**src/rtl/gct_pkg_unused_guard.sv**
```systemverilog
`timescale 1ns/10ps

```
**src/rtl/gct_pkg.sv**
```systemverilog
package gct_pkg;

  // Sizes of the timer set
  localparam int NTMR   = 4;  // Number of timers
  localparam int CNT_W  = 16; // Counter and reference width
  localparam int DATA_W = 32; // APB data width
  localparam int ADDR_W = 12; // APB address width
  localparam int MODE_W = 8;  // Mode register width
  localparam int EVT_W  = 2;  // Event flag width
  localparam int DIV_W  = 4;  // Prescaler width, divide by sixteen

  // Prescaler wraps here once every sixteen cycles
  localparam logic [DIV_W-1:0] DIV_LAST = 4'hf;

  // Address layout: timer index in bits 6:5, offset in 4:0
  localparam int IDX_LSB = 5;
  localparam int IDX_MSB = 6;
  localparam int IDX_W   = IDX_MSB - IDX_LSB + 1;

  // Per timer register offsets, timer base is index times 0x20
  localparam logic [IDX_LSB-1:0] OFF_MODE = 5'h00;
  localparam logic [IDX_LSB-1:0] OFF_REF  = 5'h04;
  localparam logic [IDX_LSB-1:0] OFF_CNT  = 5'h08;
  localparam logic [IDX_LSB-1:0] OFF_CAP  = 5'h0c;
  localparam logic [IDX_LSB-1:0] OFF_EVT  = 5'h10;

  // Global registers
  localparam logic [ADDR_W-1:0] GCFG_ADDR = 12'h080;
  localparam logic [ADDR_W-1:0] STAT_ADDR = 12'h084;

  // Event flag positions
  localparam int EVT_MATCH = 0;
  localparam int EVT_CAP   = 1;

  // Idle level of an output pin, pulses go low
  localparam logic OUT_IDLE = 1'b1;

  // Count source
  typedef enum logic [1:0] {
    SRC_SYS,
    SRC_DIV16,
    SRC_PIN,
    SRC_CHAIN
  } gct_src_e;

  // Input pin edge choice, last code unused
  typedef enum logic [1:0] {
    EDG_RISE,
    EDG_FALL,
    EDG_BOTH
  } gct_edge_e;

  // Mode register, bit 7 down to bit 0
  typedef struct packed {
    logic      en;       // Timer runs
    logic      ref_rst;  // Counter returns to zero at match
    logic      gate_rst; // Gate rising edge restarts count
    logic      toggle;   // One: toggle, zero: low pulse
    gct_edge_e edg;      // Input pin edges used
    gct_src_e  src;      // Count source
  } gct_mode_s;

  localparam gct_mode_s MODE_RST = '0;

endpackage

```
**src/rtl/gct_tmr_if.sv**
```systemverilog
`timescale 1ns/10ps
interface gct_tmr_if;
  import gct_pkg::*;

  gct_mode_s         mode;    // Mode of this timer
  logic [CNT_W-1:0]  ref_v;   // Reference value
  logic              tick;    // Count enable for this cycle
  logic              gate_en; // Gate pin steers this timer
  logic              gate;    // Gate pin level, high lets it count
  logic              clr;     // Software clears the counter
  logic [CNT_W-1:0]  cnt;     // Present count
  logic              match;   // One cycle pulse after a match
  logic              pin_out; // Output pin level

  // Register side and counter side
  modport ctl  (output mode, ref_v, tick, gate_en, gate, clr,
                input  cnt, match, pin_out);
  modport core (input  mode, ref_v, tick, gate_en, gate, clr,
                output cnt, match, pin_out);

endinterface

```
**src/rtl/gct_timer_set.sv**
```systemverilog
// Summary of operation
// - Each timer signals its pin at reference match
// - Per timer choice: low pulse or toggle
// - Match output can clock another timer
// - Gate pin permits counting and restarts it
// - Low gate serves timers 1-2, high 3-4
// - Source: timer, clock, clock/16, input pin
// - Four input pins, rising, falling or both
//
// The implementer's own choices: the placing of the registers and the APB slave port.
`timescale 1ns/10ps
module gct_timer_set
  import gct_pkg::*;
(
  // Clock, reset, freeze
  input  wire logic               clock,
  input  wire logic               rstn,
  input  wire logic               ce,
  // APB slave
  input  wire logic               psel,
  input  wire logic               penable,
  input  wire logic               pwrite,
  input  wire logic [ADDR_W-1:0]  paddr,
  input  wire logic [DATA_W-1:0]  pwdata,
  output logic      [DATA_W-1:0]  prdata,
  output logic                    pready,
  output logic                    pslverr,
  // Gate pins, high lets a gated timer count
  input  wire logic               gate_in_low_pair,
  input  wire logic               gate_in_high_pair,
  // Timer input pins
  input  wire logic               timer_in_pin_one,
  input  wire logic               timer_in_pin_two,
  input  wire logic               timer_in_pin_three,
  input  wire logic               timer_in_pin_four,
  // Timer output pins, bit 0 is timer 1
  output logic      [NTMR-1:0]    timer_out_pins
);

  // Register file and bus state
  typedef struct packed {
    gct_mode_s [NTMR-1:0]             mode;   // Mode per timer
    logic      [NTMR-1:0][CNT_W-1:0]  refv;   // Reference per timer
    logic      [NTMR-1:0][CNT_W-1:0]  cap;    // Captured count
    logic      [NTMR-1:0][EVT_W-1:0]  evt;    // Sticky events
    logic      [NTMR-1:0]             gsel;   // Gate steers timer
    logic      [DIV_W-1:0]            div;    // Shared prescaler
    logic      [DATA_W-1:0]           prdata; // Read data
    logic                             slverr; // Unmapped address
    logic                             rdy;    // Read data latched
  } gct_set_s;

  gct_set_s st_r;   // State
  gct_set_s st_nxt; // Next state

  // Register map, one aligned word per register:
  //   Timer n block at n-1 times 0x20
  //   +0x00 mode: enable, return at match, gate restart,
  //         toggle, edge choice, count source
  //   +0x04 reference, sixteen bits
  //   +0x08 count, any write clears it to zero
  //   +0x0c capture, read only, count at chosen pin edge
  //   +0x10 events: match and capture, write one to clear
  //   0x080 gate selection, one bit per timer
  //   0x084 status: output levels low, gate levels high
  // Unused bits read zero and ignore writes
  // Unmapped addresses answer with an error and zero data

  // One interface per timer carries mode, reference, tick,
  // gate and clear down, and count, match and pin level back
  // Per timer links to the counters
  gct_tmr_if tif [NTMR] ();

  // Glue between the register file, the edge detectors
  // and the counters; all of it combinational
  logic [NTMR-1:0]            pin_w;    // Input pins as a vector
  logic [NTMR-1:0]            pin_evt;  // Selected pin edges
  logic [NTMR-1:0]            gate_pin; // Gate pin of each timer
  logic [NTMR-1:0]            match_w;  // Match pulses
  logic [NTMR-1:0]            tick_w;   // Count enables
  logic [NTMR-1:0]            clr_w;    // Counter clear by write
  logic [NTMR-1:0]            out_w;    // Output pin levels
  logic [NTMR-1:0][CNT_W-1:0] cnt_w;    // Counts
  logic                       div_tick; // Clock divided by sixteen
  logic                       xfer;     // APB access completes
  logic [IDX_W-1:0]           tsel;     // Addressed timer
  logic [IDX_LSB-1:0]         roff;     // Offset inside a timer
  logic                       is_tmr;   // Address in timer space
  logic                       hit;      // Address is mapped
  logic [DATA_W-1:0]          rd;       // Read mux

  // Input pins are taken as synchronous to the clock;
  // an asynchronous source needs a synchroniser outside
  assign pin_w = {timer_in_pin_four, timer_in_pin_three,
                  timer_in_pin_two, timer_in_pin_one};

  // Gate pins are synchronous too; a gate only matters
  // for timers whose selection bit is set
  // Each gate pin reaches only its own pair of timers
  assign gate_pin = {{(NTMR/2){gate_in_high_pair}},
                     {(NTMR/2){gate_in_low_pair}}};

  // The prescaler runs from reset whatever the modes are,
  // so the first divided tick may come early after a mode
  // write; a limitation software must allow for
  // One tick every sixteen cycles from the shared prescaler
  assign div_tick = (st_r.div == DIV_LAST);

  // Source choice per timer:
  //   System clock ticks every cycle
  //   Divided clock ticks once per sixteen cycles, shared
  //   Input pin ticks on the chosen edges, in the same cycle
  //   Chain ticks on the previous timer's match pulse
  // Chaining for a thirty two bit count:
  //   Lower timer counts to reference 0xffff and returns
  //   Upper timer takes the lower one's match as its tick
  //   Upper match comes one cycle after the lower one
  // The chain is a ring, so timer 1 can follow timer 4;
  // a ring of all four on chain sources never starts
  // counting, which is left to software to avoid
  // Edge detectors ignore their first sample after reset,
  // so a pin that is already high gives no false edge
  // Per timer source choice and counter
  genvar i;
  generate
    for (i = 0; i < NTMR; i++)
    begin : g_tmr
      // Edge detect of this timer's input pin
      gct_in_edge u_edge (
        .clock    (clock),
        .rstn     (rstn),
        .ce       (ce),
        .pin      (pin_w[i]),
        .edge_sel (st_r.mode[i].edg),
        .evt      (pin_evt[i])
      );

      // Count source; chain takes the previous timer's match
      always_comb
      begin
        // Every code is legal, so no default branch
        unique case (st_r.mode[i].src)
          SRC_SYS:   tick_w[i] = 1'b1;
          SRC_DIV16: tick_w[i] = div_tick;
          SRC_PIN:   tick_w[i] = pin_evt[i];
          SRC_CHAIN: tick_w[i] = match_w[(i+NTMR-1)%NTMR];
        endcase
      end

      // Drive the counter link
      assign tif[i].mode    = st_r.mode[i];
      assign tif[i].ref_v   = st_r.refv[i];
      assign tif[i].tick    = tick_w[i];
      assign tif[i].gate_en = st_r.gsel[i];
      assign tif[i].gate    = gate_pin[i];
      assign tif[i].clr     = clr_w[i];
      assign cnt_w[i]       = tif[i].cnt;
      assign match_w[i]     = tif[i].match;
      assign out_w[i]       = tif[i].pin_out;

      // The sixteen bit counter itself
      gct_timer_core u_core (
        .clock (clock),
        .rstn  (rstn),
        .ce    (ce),
        .tif   (tif[i])
      );
    end
  endgenerate

  // Pins idle high; a pulse is one cycle low, a toggle
  // holds its level until the next match
  // Output pins come straight from counter flops
  assign timer_out_pins = out_w;

  // Bus timing:
  //   Setup cycle latches read data into a flop, so the
  //   access cycle answers with no wait state
  //   Each cycle of low clock enable adds a wait
  //   Writes land only at the edge where pready is high
  // Trade: one flop stage on read data instead of a long
  // combinational path from the counters to the bus pins
  // Zero wait once read data is latched; frozen bus waits too
  assign xfer    = psel & penable & st_r.rdy & ce;
  assign pready  = xfer;
  assign prdata  = st_r.prdata;
  assign pslverr = xfer & st_r.slverr;

  // Address split: bits above the timer field must be zero
  // for timer space; the global words sit just above it
  // Count reads give the live value seen in the setup
  // cycle, not a snapshot taken across all timers
  // Address decode and read mux
  always_comb
  begin
    tsel   = paddr[IDX_MSB:IDX_LSB];
    roff   = paddr[IDX_LSB-1:0];
    is_tmr = (paddr[ADDR_W-1:IDX_MSB+1] == '0);
    hit    = 1'b0;
    rd     = '0;
    if (is_tmr)
    begin
      case (roff)
        // Timer index picks the word; holes inside a block
        // answer with an error like any unmapped address
        OFF_MODE:
        begin
          hit              = 1'b1;
          rd[MODE_W-1:0]   = st_r.mode[tsel];
        end
        OFF_REF:
        begin
          hit              = 1'b1;
          rd[CNT_W-1:0]    = st_r.refv[tsel];
        end
        OFF_CNT:
        begin
          hit              = 1'b1;
          rd[CNT_W-1:0]    = cnt_w[tsel];
        end
        OFF_CAP:
        begin
          hit              = 1'b1;
          rd[CNT_W-1:0]    = st_r.cap[tsel];
        end
        OFF_EVT:
        begin
          hit              = 1'b1;
          rd[EVT_W-1:0]    = st_r.evt[tsel];
        end
        default:
          hit              = 1'b0; // Holes inside a timer block
      endcase
    end
    else if (paddr == GCFG_ADDR)
    begin
      hit                  = 1'b1;
      rd[NTMR-1:0]         = st_r.gsel;
    end
    else if (paddr == STAT_ADDR)
    begin
      // Live pin levels, gates above outputs
      hit                  = 1'b1;
      rd[2*NTMR-1:0]       = {gate_pin, out_w};
    end
  end

  // Flag handling:
  //   Software clear is applied first, hardware set after,
  //   so an event in the clearing cycle is never lost
  //   Capture takes the live count whatever the source,
  //   also while the timer is disabled
  // Counter clear goes to the core as a one cycle strobe
  // Register writes, read latch and event flags
  always_comb
  begin
    st_nxt     = st_r;
    clr_w      = '0;
    st_nxt.div = DIV_W'(st_r.div + 1'b1);
    // Latch read data before the access so prdata is a flop
    // Ready flag set in the setup cycle, dropped at the
    // completing edge so back to back transfers latch again
    st_nxt.rdy = psel & ~xfer;
    if (psel && !st_r.rdy)
    begin
      st_nxt.prdata = pwrite ? '0 : rd;
      st_nxt.slverr = ~hit;
    end
    // Writes take effect at the completing edge only
    if (xfer && pwrite && hit)
    begin
      if (is_tmr)
      begin
        case (roff)
          OFF_MODE: st_nxt.mode[tsel] =
                      gct_mode_s'(pwdata[MODE_W-1:0]);
          OFF_REF:  st_nxt.refv[tsel] = pwdata[CNT_W-1:0];
          OFF_CNT:  clr_w[tsel]       = 1'b1;
          OFF_EVT:  st_nxt.evt[tsel]  =
                      st_r.evt[tsel] & ~pwdata[EVT_W-1:0];
          // A capture write is ignored without an error
          default:  clr_w             = '0; // Capture is read only
        endcase
      end
      else if (paddr == GCFG_ADDR)
        st_nxt.gsel = pwdata[NTMR-1:0];
    end
    // Hardware sets after the clear, so a same cycle event stays
    for (int k = 0; k < NTMR; k++)
    begin
      if (pin_evt[k])
      begin
        st_nxt.cap[k]          = cnt_w[k];
        st_nxt.evt[k][EVT_CAP] = 1'b1;
      end
      if (match_w[k])
        st_nxt.evt[k][EVT_MATCH] = 1'b1;
    end
  end

  // Register file and bus state sit in one struct; a low clock enable holds
  // every field, the prescaler included, so a frozen block
  // resumes exactly where it stopped
  // State register, held while frozen
  always_ff @(posedge clock or negedge rstn)
  begin
    if (!rstn)
      st_r <= '0;
    else if (ce)
      st_r <= st_nxt;
  end

endmodule

```
**src/rtl/gct_in_edge.sv**
```systemverilog
`timescale 1ns/10ps
module gct_in_edge
  import gct_pkg::*;
(
  // Clock, reset, freeze
  input  wire logic      clock,
  input  wire logic      rstn,
  input  wire logic      ce,
  // Pin and edge choice
  input  wire logic      pin,
  input  gct_edge_e      edge_sel,
  // One cycle event
  output logic           evt
);

  // Previous pin level and a flag that it is valid
  typedef struct packed {
    logic armed;
    logic pin_q;
  } gct_edge_s;

  gct_edge_s st_r;   // State
  gct_edge_s st_nxt; // Next state

  // Edge compare, suppressed until one sample is held
  always_comb
  begin
    st_nxt       = st_r;
    st_nxt.armed = 1'b1;
    st_nxt.pin_q = pin;
    evt          = 1'b0;
    unique case (edge_sel)
      EDG_RISE: evt = st_r.armed & pin & ~st_r.pin_q;
      EDG_FALL: evt = st_r.armed & ~pin & st_r.pin_q;
      EDG_BOTH: evt = st_r.armed & (pin ^ st_r.pin_q);
      default:  evt = 1'b0; // Unused code gives no edges
    endcase
  end

  // State register, held while frozen
  always_ff @(posedge clock or negedge rstn)
  begin
    if (!rstn)
      st_r <= '0;
    else if (ce)
      st_r <= st_nxt;
  end

endmodule

```
**src/rtl/gct_timer_core.sv**
```systemverilog
`timescale 1ns/10ps
module gct_timer_core
  import gct_pkg::*;
(
  // Clock, reset, freeze
  input  wire logic  clock,
  input  wire logic  rstn,
  input  wire logic  ce,
  // Register side link
  gct_tmr_if.core    tif
);

  // Counter state
  typedef struct packed {
    logic [CNT_W-1:0] cnt;    // Count
    logic             out;    // Pin level
    logic             match;  // Match pulse to chain and flags
    logic             gate_q; // Gate level one cycle back
  } gct_core_s;

  localparam gct_core_s CORE_RST = '{cnt: '0, out: OUT_IDLE,
                                     match: 1'b0, gate_q: 1'b0};

  gct_core_s st_r;    // State
  gct_core_s st_nxt;  // Next state
  logic      permit;  // Gate lets the timer count
  logic      restart; // Gate asked for a fresh count
  logic      step;    // Counter advances this cycle
  logic      hit;     // Count equals reference on a step

  // Count, compare and drive the pin
  always_comb
  begin
    st_nxt        = st_r;
    st_nxt.gate_q = tif.gate;
    permit  = ~tif.gate_en | tif.gate;
    restart = tif.gate_en & tif.mode.gate_rst
              & tif.gate & ~st_r.gate_q;
    step    = tif.mode.en & permit & tif.tick & ~restart & ~tif.clr;
    hit     = step & (st_r.cnt == tif.ref_v);
    // Clear and restart win over counting
    if (tif.clr || restart)
      st_nxt.cnt = '0;
    else if (step)
    begin
      // Free run wraps on its own after the last count
      if (hit && tif.mode.ref_rst)
        st_nxt.cnt = '0;
      else
        st_nxt.cnt = CNT_W'(st_r.cnt + 1'b1);
    end
    st_nxt.match = hit;
    // Toggle keeps its level, a pulse lasts one cycle low
    if (tif.mode.toggle)
      st_nxt.out = st_r.out ^ hit;
    else
      st_nxt.out = ~hit;
  end

  // State register, held while frozen
  always_ff @(posedge clock or negedge rstn)
  begin
    if (!rstn)
      st_r <= CORE_RST;
    else if (ce)
      st_r <= st_nxt;
  end

  // Results back to the register side
  assign tif.cnt     = st_r.cnt;
  assign tif.match   = st_r.match;
  assign tif.pin_out = st_r.out;

endmodule

```
**config.mk**
```make
export PLATFORM = sky130hd
export DESIGN_NAME = gct_timer_set
export DESIGN_NICKNAME = d
export VERILOG_FILES = /design/src/rtl/gct_pkg_unused_guard.sv /design/src/rtl/gct_pkg.sv /design/src/rtl/gct_tmr_if.sv /design/src/rtl/gct_timer_set.sv /design/src/rtl/gct_in_edge.sv /design/src/rtl/gct_timer_core.sv
export SDC_FILE = /design/constraint.sdc
export NUM_CORES = 1
export LEC_CHECK = 0
export BUFFER_PORTS_ARGS = -buffer_cell sky130_fd_sc_hd__buf_4
export CORE_ASPECT_RATIO = 1.4
export CORE_MARGIN = 10
export CORE_UTILIZATION = 50
export DETAILED_ROUTE_END_ITERATION = 6
export PLACE_DENSITY = 0.75
export SYNTH_ARGS = -nofsm -noshare
export SYNTH_HDL_FRONTEND = slang
export SYNTH_SLANG_ARGS = --single-unit
```
**constraint.sdc**
```tcl
create_clock -name clock -period 2.7 [get_ports clock]
set_clock_uncertainty 0.15 [all_clocks]
set_input_delay 0.27 -clock clock [delete_from_list [all_inputs] [get_ports clock]]
set_output_delay 0.27 -clock clock [all_outputs]
set_load 0.05 [all_outputs]
```
After elaboration in Yosys (flattened, before gate mapping)
Index checks and enable logic that the tools add are counted.
Widths: inputs -> output; s select.
{"block": "word_totals", "reg_bits": 289, "input_bits": 56, "wordCells": 348}
{"block": "classes", "n_addsub": 5, "magnitude_cmp": 2, "eq_ne": 31, "mux": 74, "bitwise_logic": 100, "n_reduce_logical": 72}
{"op": "$mux 16", "n": 17}
{"op": "$bmux 16 s2", "n": 3}
{"op": "$add 16x1->16 const B", "n": 4}
{"op": "$bwmux 64", "n": 1}
{"op": "$eq 16x16->1", "n": 4}
{"op": "$and 1x1->1", "n": 57}
{"op": "$mux 8", "n": 7}
{"op": "$reduce_bool 2->1", "n": 28}
{"op": "$reduce_and 4->1", "n": 11}
{"op": "$bwmux 32", "n": 1}
{"op": "$demux 16 s2", "n": 1}
{"op": "$not 1->1", "n": 29}
{"op": "$mux 4", "n": 7}
{"op": "$eq 12x8->1 const B", "n": 2}
{"op": "$eq 2x2->1 const B", "n": 12}
{"op": "$pmux 6 s4", "n": 1}
{"op": "$pmux 8 s3", "n": 1}
{"op": "$reduce_and 2->1", "n": 9}
{"op": "$mux 1", "n": 17}
{"op": "$bmux 8 s2", "n": 1}
{"op": "$demux 8 s2", "n": 1}
{"op": "$eq 2x1->1 const B", "n": 8}
{"op": "$logic_not 2->1", "n": 8}
{"op": "$pmux 1 s4", "n": 4}
{"op": "24 further kinds", "n": 50}

Logic depth before layout (Yosys ltp)
Gate-level depths: netlist (run 1).
{"block": "logic_depth", "depth_word": 14, "mapped_depth": 9, "depth_no_buf": 7}

Hierarchy
Synthesis (run 1) repeated with hierarchy kept, for this count alone.
{"block": "unflattened", "hier_cells": 1321, "hier_area_um2": 15567.4}
{"mod": "gct_timer_set", "instances": 1, "cells_each": 717, "area_per_inst_um2": 9912.0}
{"mod": "gct_timer_core", "instances": 4, "cells_each": 143, "area_per_inst_um2": 1310.0}
{"mod": "gct_in_edge", "instances": 4, "cells_each": 8, "area_per_inst_um2": 103.8}

Worst setup path after synthesis (run 1)
Ideal clock, no wire load.
{"block": "synth_timing", "path_kind": "input to register", "startpoint": "input paddr[9]", "endpoint": "register g_tmr[2].u_core.st_r, in the netlist g_tmr[2].u_core.tif.cnt[14]", "arrival_time_ns": 2.520, "t_required_ns": 2.467, "setup_slack_ns": -0.052, "stages": 8, "n_path_buf": 2, "cell_sequence": "or4_4 > or4_4 > buf_6 > o31a_1 > a21o_1 > buf_6 > or4_1 > o21ai_0"}
{"block": "synth_via", "elab_chain_cells": 13, "word_cells_on_any_way": 19, "classes_between": "eq/ne: 2; mux: 8; bitwise: 3; reduce/logical: 6"}
{"element": "start, declared", "line": "gct_timer_set.sv:23", "text": "input wire logic [ADDR_W-1:0] paddr,"}
{"element": "$eq 12x8->1", "line": "gct_timer_set.sv:240", "text": "else if (paddr == STAT_ADDR)"}
{"element": "$mux 1", "line": "gct_timer_set.sv:240"}
{"element": "$mux 1", "line": "gct_timer_set.sv:235", "text": "else if (paddr == GCFG_ADDR)"}
{"element": "$mux 1", "line": "gct_timer_set.sv:201", "text": "if (is_tmr)"}
{"element": "$logic_and 1x1->1", "line": "gct_timer_set.sv:270", "text": "if (xfer && pwrite && hit)"}
{"element": "$mux 4 *", "line": "gct_timer_set.sv:270"}
{"element": "$not 1->1", "line": "gct_timer_core.sv:39", "text": "step = tif.mode.en & permit & tif.tick & ~restart & ~tif.clr;"}
{"element": "$and 1x1->1", "line": "gct_timer_core.sv:39"}
{"element": "$and 1x1->1", "line": "gct_timer_core.sv:40", "text": "hit = step & (st_r.cnt == tif.ref_v);"}
{"element": "$logic_and 1x1->1", "line": "gct_timer_core.sv:47", "text": "if (hit && tif.mode.ref_rst)"}
{"element": "$mux 16", "line": "gct_timer_core.sv:47"}
{"element": "$mux 16", "line": "gct_timer_core.sv:44", "text": "else if (step)"}
{"element": "$mux 16", "line": "gct_timer_core.sv:42", "text": "if (tif.clr || restart)"}
{"element": "end signal, assigned", "line": "gct_timer_core.sv:66", "text": "st_r <= st_nxt;"}
{"element": "end, declared", "line": "gct_timer_core.sv:24", "text": "gct_core_s st_r;"}
Mark *: on every way between the ends. The rest lies on a longest branch, timed or not. The select of a mux whose other input is x is not followed.
A chain may end at the register's enable or synchronous reset.

Final worst setup path (run 1)
{"block": "layout_timing", "startpoint": "input ce", "endpoint": "register g_tmr[3].u_core.st_r, in the netlist g_tmr[3].u_core.tif.cnt[14]"}
{"block": "layout_via", "elab_chain_cells": 11, "word_cells_on_any_way": 14, "classes_between": "mux: 4; bitwise: 4; reduce/logical: 6"}
{"element": "start, declared", "line": "gct_timer_set.sv:18", "text": "input wire logic ce,"}
{"element": "$and 1x1->1", "line": "gct_timer_set.sv:184", "text": "assign xfer = psel & penable & st_r.rdy & ce;"}
{"element": "$logic_and 1x1->1 (2 in series)", "line": "gct_timer_set.sv:270"}
{"element": "$mux 4", "line": "gct_timer_set.sv:270"}
{"element": "$not 1->1", "line": "gct_timer_core.sv:39"}
{"element": "$and 1x1->1", "line": "gct_timer_core.sv:39"}
{"element": "$and 1x1->1", "line": "gct_timer_core.sv:40"}
{"element": "$logic_and 1x1->1", "line": "gct_timer_core.sv:47"}
{"element": "$mux 16", "line": "gct_timer_core.sv:47"}
{"element": "$mux 16", "line": "gct_timer_core.sv:44"}
{"element": "$mux 16", "line": "gct_timer_core.sv:42"}
{"element": "end signal, assigned", "line": "gct_timer_core.sv:66"}
{"element": "end, declared", "line": "gct_timer_core.sv:24"}
Several ways; a longest one is shown, not always the timed one. The select of a mux whose other input is x is not followed.

==> flow_metrics.tcl, run 1 <==
set metrics [dict create \
    tightest_slew_ps 782 \
    slew_headroom_pct 47.8 \
    wl_per_cell_um 24.9 \
    syn_area_per_cell_um2 11.3 \
    final-seq-area_um2 6840 \
    io_buffers 61 \
    die_h_um 223 \
    cts_inserted_buffers 27 \
    worst_hold_path_type "in2reg" \
    globalRouteOverflowTotal 0 \
    ys_warn_count 0 \
    tritoncts "done" \
    diodes 0 \
    p_leak_nw 7.87 \
    drive_gt1_share_pct 32.7 \
    die_area_um2 36900 \
    gp_congestion 0.952 \
    synth_edf_count 0 \
    drt-initial-drc-count 1289 \
    boundaryPins 94 \
    syn_area_um2 14800 \
    setup_viol 0 \
    worst_setup_path_end_kind "flip-flop" \
    fin_area_um2 17700 \
    grt_pass1_vias 11900 \
    min_period_ps 2640 \
    crit_path_max_fanout 14 \
    first_pass_iters 5 \
    clock_path_buffers 3 \
    nets 1540 \
    grt_usage_pct 25.1 \
    placed_area_um2 16500 \
    fp-row-count 74 \
    drt_wl_total_um 46800 \
    synthToLayoutAreaGrowth_pct 19.9 \
    finalPower_mw 8.82 \
    htree_levels 1 \
    clk_latency_ps 550 \
    fin_hold_ws_ps 18.9 \
    critPathKind "in2reg" \
    hold_viol_final 0 \
    grt_max_degree 90 \
    status "complete, no violations" \
    required_ps 3030 \
    rsz0062_at_grt "false" \
    vias 11800 \
    drc 0 \
    vdd_drop_max_uv 476 \
    synth_cells 1312 \
    start_util_pct 50.6 \
    hpwl_um 34200 \
    drv_slew 0 \
    worst_ep_arrival_time_ps 2970 \
    mostFrequentLayoutCells "dfrtp_1 (269), buf_4 (197), mux2_2 (159)" \
    slowest_stage "dlygate4sd3_1" \
    synth_cell_types 67 \
    core_um2 29200 \
    final_antenna_net_count 0 \
    cp_top_family "buffers and inverters" \
    p_per_area_nw_per_um2 498 \
    crit_chain "dlygate4sd3_1 > buf_4 > and4_2 > nand2_1 > buf_4 > o41ai_4 > buf_4 > a2111o_1 > buf_12 > or4_1 > nand3_1" \
    ys_seq_area_share_pct 46.3 \
    viasPerCell 6.30 \
    clkTransAtPathRegs_ps 60 \
    crit_buf_inv 5 \
    start_kind "input port" \
    antenna_found_initial 0 \
    async_reset_ff_share_pct 100 \
    cts_root_buffer "clkbuf_16" \
    final_common_cell "dfrtp_1" \
    grt_first_pass_wirelength_um 70700 \
    critical_path.most_common_cell "buf_4" \
    ys_seq_elements 273 \
    finalCritPeriodShare_pct 97.7 \
    die-width_um 165 \
    cpPeakStageDelay_ps 540 \
    synth_ff_type "dfrtp_1" \
    cts_sinks 273 \
    maxCapViolCount 0 \
    multi_input_area_um2 7310 \
    maxClockFrequency_mhz 379 \
    nFillCells 2269 \
]
flip-flops by register name (all words and copies together) (netlist names):
signal                    cells
tif.ref_v                    64
g_tmr.u_edge.st_r             5
g_tmr.u_core.tif.pin_out      4
prdata                       16
st_r                        114
g_tmr.u_core.st_r             2
g_tmr.u_core.tif.cnt         64
g_tmr.u_core.tif.match        4
synth_stat cells (4+ instances only):
master     number  area (um^2)
nor2b_1         9         56.3
nand3_1        41          205
or3_1          13         81.3
buf_2           6         30.0
or2_2           5         31.3
dfrtp_1       269         6730
a2bb2oi_1       9         78.8
o21bai_1        4         30.0
nor4_1         16          100
clkbuf_1       65          244
o211ai_1        6         45.0
a21oi_1        42          210
mux4_2         58         1310
and3_1         16          100
nor3_1         18         90.1
o31ai_1        21          158
ha_1            5         62.6
nor2_1         34          128
and2_1          7         43.8
a21o_1          8         60.1
a31oi_1        26          163
o21ai_0        64          320
buf_1           7         26.3
xnor2_1        55          482
nand4_1        18          113
buf_4          36          270
nand2b_1       17          106
dfstp_2         4          105
nand3b_1        4         30.0
o41ai_1         4         35.0
mux2_2        159         1790
a22o_1         13          114
a22oi_1        28          210
inv_1          36          135
xor2_1         18          158
nand2_1       122          458
o211a_1         4         40.0
metal layers:
metal	track usage [%]	vias to the layer above	part of all wire, %
li1	-	5110	-
met1	28.7	5913	35
met2	40.0	643	48
met3	4.04	179	7.5
met4	21.1	0	9.6
met5	0	-	0
cell type report:
| type | count | area share [%] |
|---|---|---|
| inverter | 37 | 0.784 |
| timing repair buffer | 240 | 11.6 |
| tap | 380 | 2.68 |
| multi-input combinational | 900 | 41.3 |
| clock buffer | 41 | 4.39 |
| clock inverter | 8 | 0.671 |
| sequential | 273 | 38.6 |
power breakdown:
part	internal (mW)	total [mW]	switching (mW)
clock network	2.27	3.88	1.61
logic	0.292	0.715	0.422
registers	4.17	4.23	0.0560
total	6.73	8.82	2.09
stage by stage:
stage | std cells | setup slack (ps) | TNS [ps] | utilization [%]
after floorplan | 1327 | -43.7 | -373 | -
after global placement | 1801 | -290 | -7050 | 56.6
after detailed placement | 1801 | -274 | -8600 | 56.6
after CTS | 1878 | 23.3 | 0 | 60.7
after global routing | 1879 | 9.88 | 0 | 60.7
final | 1879 | 60.9 | 0 | 60.7
cell families (layout without fill, tap and decap cells):
| group | after synthesis | after routing | synth area share (%) |
|---|---|---|---|
| adder cells (fa/ha/maj) | 5 | 5 | 0.424 |
| buffers and inverters | 154 | 326 | 5.03 |
| AO/OA/AOI/OAI | 253 | 253 | 11.4 |
| other | 1 | 16 | 0.0254 |
| XOR/XNOR | 73 | 73 | 4.33 |
| AND/OR/NAND/NOR | 336 | 336 | 11.5 |
| multiplexers | 217 | 217 | 21.0 |
| flip-flops | 273 | 273 | 46.3 |
worst min-delay path, delay by kind of cell:
family | cells | cell delay, ps
buffers and inverters | 1 | 150
AO/OA/AOI/OAI | 2 | 260
final timing paths:
kind,start,end,slack [ps],cells after the start
max,ce,g_tmr[3].u_core.tif.cnt[14]$_DFFE_PN0P_,60,11
min,paddr[7],prdata[3]$_DFFE_PN0P_,20,3
max reg2reg,st_r[0]$_DFFE_PN0P_,g_tmr[3].u_core.tif.cnt[14]$_DFFE_PN0P_,80,9
min reg2reg,st_r[1]$_DFFE_PN0P_,st_r[1]$_DFFE_PN0P_,330,2
max in group asynchronous,rstn,st_r[103]$_DFFE_PN0P_,1590,3
min in group asynchronous,rstn,tif[0].ref_v[13]$_DFFE_PN0P_,30,2
repair_timing:
item | CTS | global route
pin swaps | 1 | 1
endpoints found under the hold margin | 388 | 0
endpoints found under the setup margin | 27 | 24
hold buffers | 28 | 0
resized for setup | 2 | 2
buffers inserted | 0 | 1
(Power assumes the default switching activity.)
==> run 2: changes to the inputs <==
CORE_UTILIZATION = 40   (was 50)
PLACE_DENSITY = 0.64   (was 0.75)
==> flow_metrics.tcl, run 2 (synthesized netlist as in run 1, its figures left out) <==
set metrics [dict create \
    nFillCells 3281 \
    io_buffers 61 \
    final_util_pct 48.7 \
    htree_levels 1 \
    tritoncts "done" \
    vdd_drop_max_uv 410 \
    r2r_setup_slack_ps 110 \
    fin_hold_ws_ps 82.6 \
    die_area_um2 45100 \
    maxClockFrequency_mhz 386 \
    viasPerCell 5.86 \
    min_period_ps 2590 \
    setup_viol 0 \
    start_util_pct 40.4 \
    grt_first_pass_wirelength_um 72300 \
    nets 1530 \
    largest_reg_flops 114 \
    mostFrequentLayoutCells "dfrtp_1 (269), buf_4 (183), mux2_2 (159)" \
    drc 0 \
    rsz0062_at_grt "false" \
    tightest_slew_ps 618 \
    core_um2 36600 \
    maxCapViolCount 0 \
    crit_path_max_fanout 7 \
    wl_per_cell_um 24.2 \
    first_pass_iters 5 \
    drive_gt1_share_pct 32.6 \
    drv_slew 0 \
    critPathKind "reg2reg" \
    grt_pass1_vias 11800 \
    fp-row-count 83 \
    finalCritPeriodShare_pct 95.8 \
    clk_latency_ps 570 \
    status "complete, no violations" \
    gp_congestion 0.911 \
    clkTransAtPathRegs_ps 70 \
    drt-initial-drc-count 997 \
    top_register "st_r" \
    hpwl_um 35000 \
    vias 11500 \
    grt_usage_pct 20.7 \
    worst_setup_path_end_kind "flip-flop" \
    final_common_cell "dfrtp_1" \
    required_ps 3000 \
    grt_max_degree 81 \
    boundaryPins 94 \
    cts_sinks 273 \
    start_kind "flip-flop" \
    die_h_um 247 \
    cts_inserted_buffers 28 \
    worst_hold_path_type "in2async" \
    cts_root_buffer "clkbuf_16" \
    diodes 0 \
    final_antenna_net_count 0 \
    placed_area_um2 16500 \
    worst_ep_arrival_time_ps 2890 \
    drt_wl_total_um 47400 \
    globalRouteOverflowTotal 0 \
    fin_area_um2 17800 \
    antenna_found_initial 0 \
    p_leak_nw 7.85 \
    p_per_area_nw_per_um2 506 \
    synthToLayoutAreaGrowth_pct 20.7 \
    slew_headroom_pct 58.4 \
    clock_path_buffers 3 \
    hold_viol_final 0 \
    die-width_um 182 \
]
run 2: cell types whose count changed in the layout (fill, tap and decap cells not counted), sizes merged:
cell | previous run | this run
buf | 212 | 199
clkinv | 5 | 6
dlygate4sd3 | 28 | 30
run 2: final cells by class:
class	instances	area (um^2)	share of cell area, %
clock buffers	41	831	4.66
repair buffers	229	1990	11.2
clock inverters	9	124	0.695
well taps	467	584	3.28
multi-input cells	900	7310	41.1
inverters	37	139	0.779
flip-flops and latches	273	6840	38.4
run 2: worst paths after layout:
| kind | depth (start not counted) | startpoint | end |
|---|---|---|---|
| setup / recovery | 8 | g_tmr[2].u_core.tif.cnt[3]$_DFFE_PN0P_ | prdata[3]$_DFFE_PN0P_ |
| hold reg to reg | 2 | prdata[1]$_DFFE_PN0P_ | prdata[1]$_DFFE_PN0P_ |
| setup reg to reg | 8 | g_tmr[2].u_core.tif.cnt[3]$_DFFE_PN0P_ | prdata[3]$_DFFE_PN0P_ |
| max in group asynchronous | 3 | rstn | g_tmr[3].u_core.tif.pin_out$_DFFE_PN1P_ |
| min in group clock | 4 | paddr[7] | prdata[2]$_DFFE_PN0P_ |
| hold / removal | 2 | rstn | g_tmr[2].u_core.tif.cnt[11]$_DFFE_PN0P_ |
run 2: power by group:
group / internal, mW / switching (mW)
sequential: 4.17 / 0.0582
combinational: 0.298 / 0.431
clock: 2.41 / 1.66
run 2: what timing repair did:
| action | 4_1_cts | 5_1_grt |
|---|---|---|
| gates resized for setup | 1 | 5 |
| gates cloned | 0 | 0 |
| setup buffers | 0 | 3 |
| hold endpoints to repair | 315 | 0 |
| hold buffers | 30 | 0 |
| endpoints found under the setup margin | 12 | 20 |
| pin swaps | 0 | 3 |
run 2: layer usage:
layer	up-vias	wire length, um	track usage, %
li1	5095	-	-
met4	0	3470	13.8
met3	125	2420	2.65
met1	5809	17600	23.3
met5	-	0	0
met2	437	23900	36.3
run 2: critical path: stages (launching register included):
cell	delay, ps
dfrtp_1	400
buf_4	160
buf_4	170
mux4_2	510
a22oi_2	160
a21oi_1	90
a31oi_1	210
o31ai_1	80
dlygate4sd3_1	550
run 2: per-stage QoR:
| step | setup TNS, ps | total power, mW | cells | setup WS, ps |
|---|---|---|---|---|
| 2_1_floorplan | -373 | 4.65 | 1327 | -43.7 |
| 3_3_place_gp | -6830 | 4.97 | 1873 | -256 |
| 3_5_place_dp | -7790 | 4.99 | 1873 | -247 |
| 4_1_cts | 0 | 9.08 | 1953 | 46.4 |
| 5_1_grt | 0 | 9.30 | 1956 | 7.56 |
| 6_report | 0 | 9.02 | 1956 | 112 |
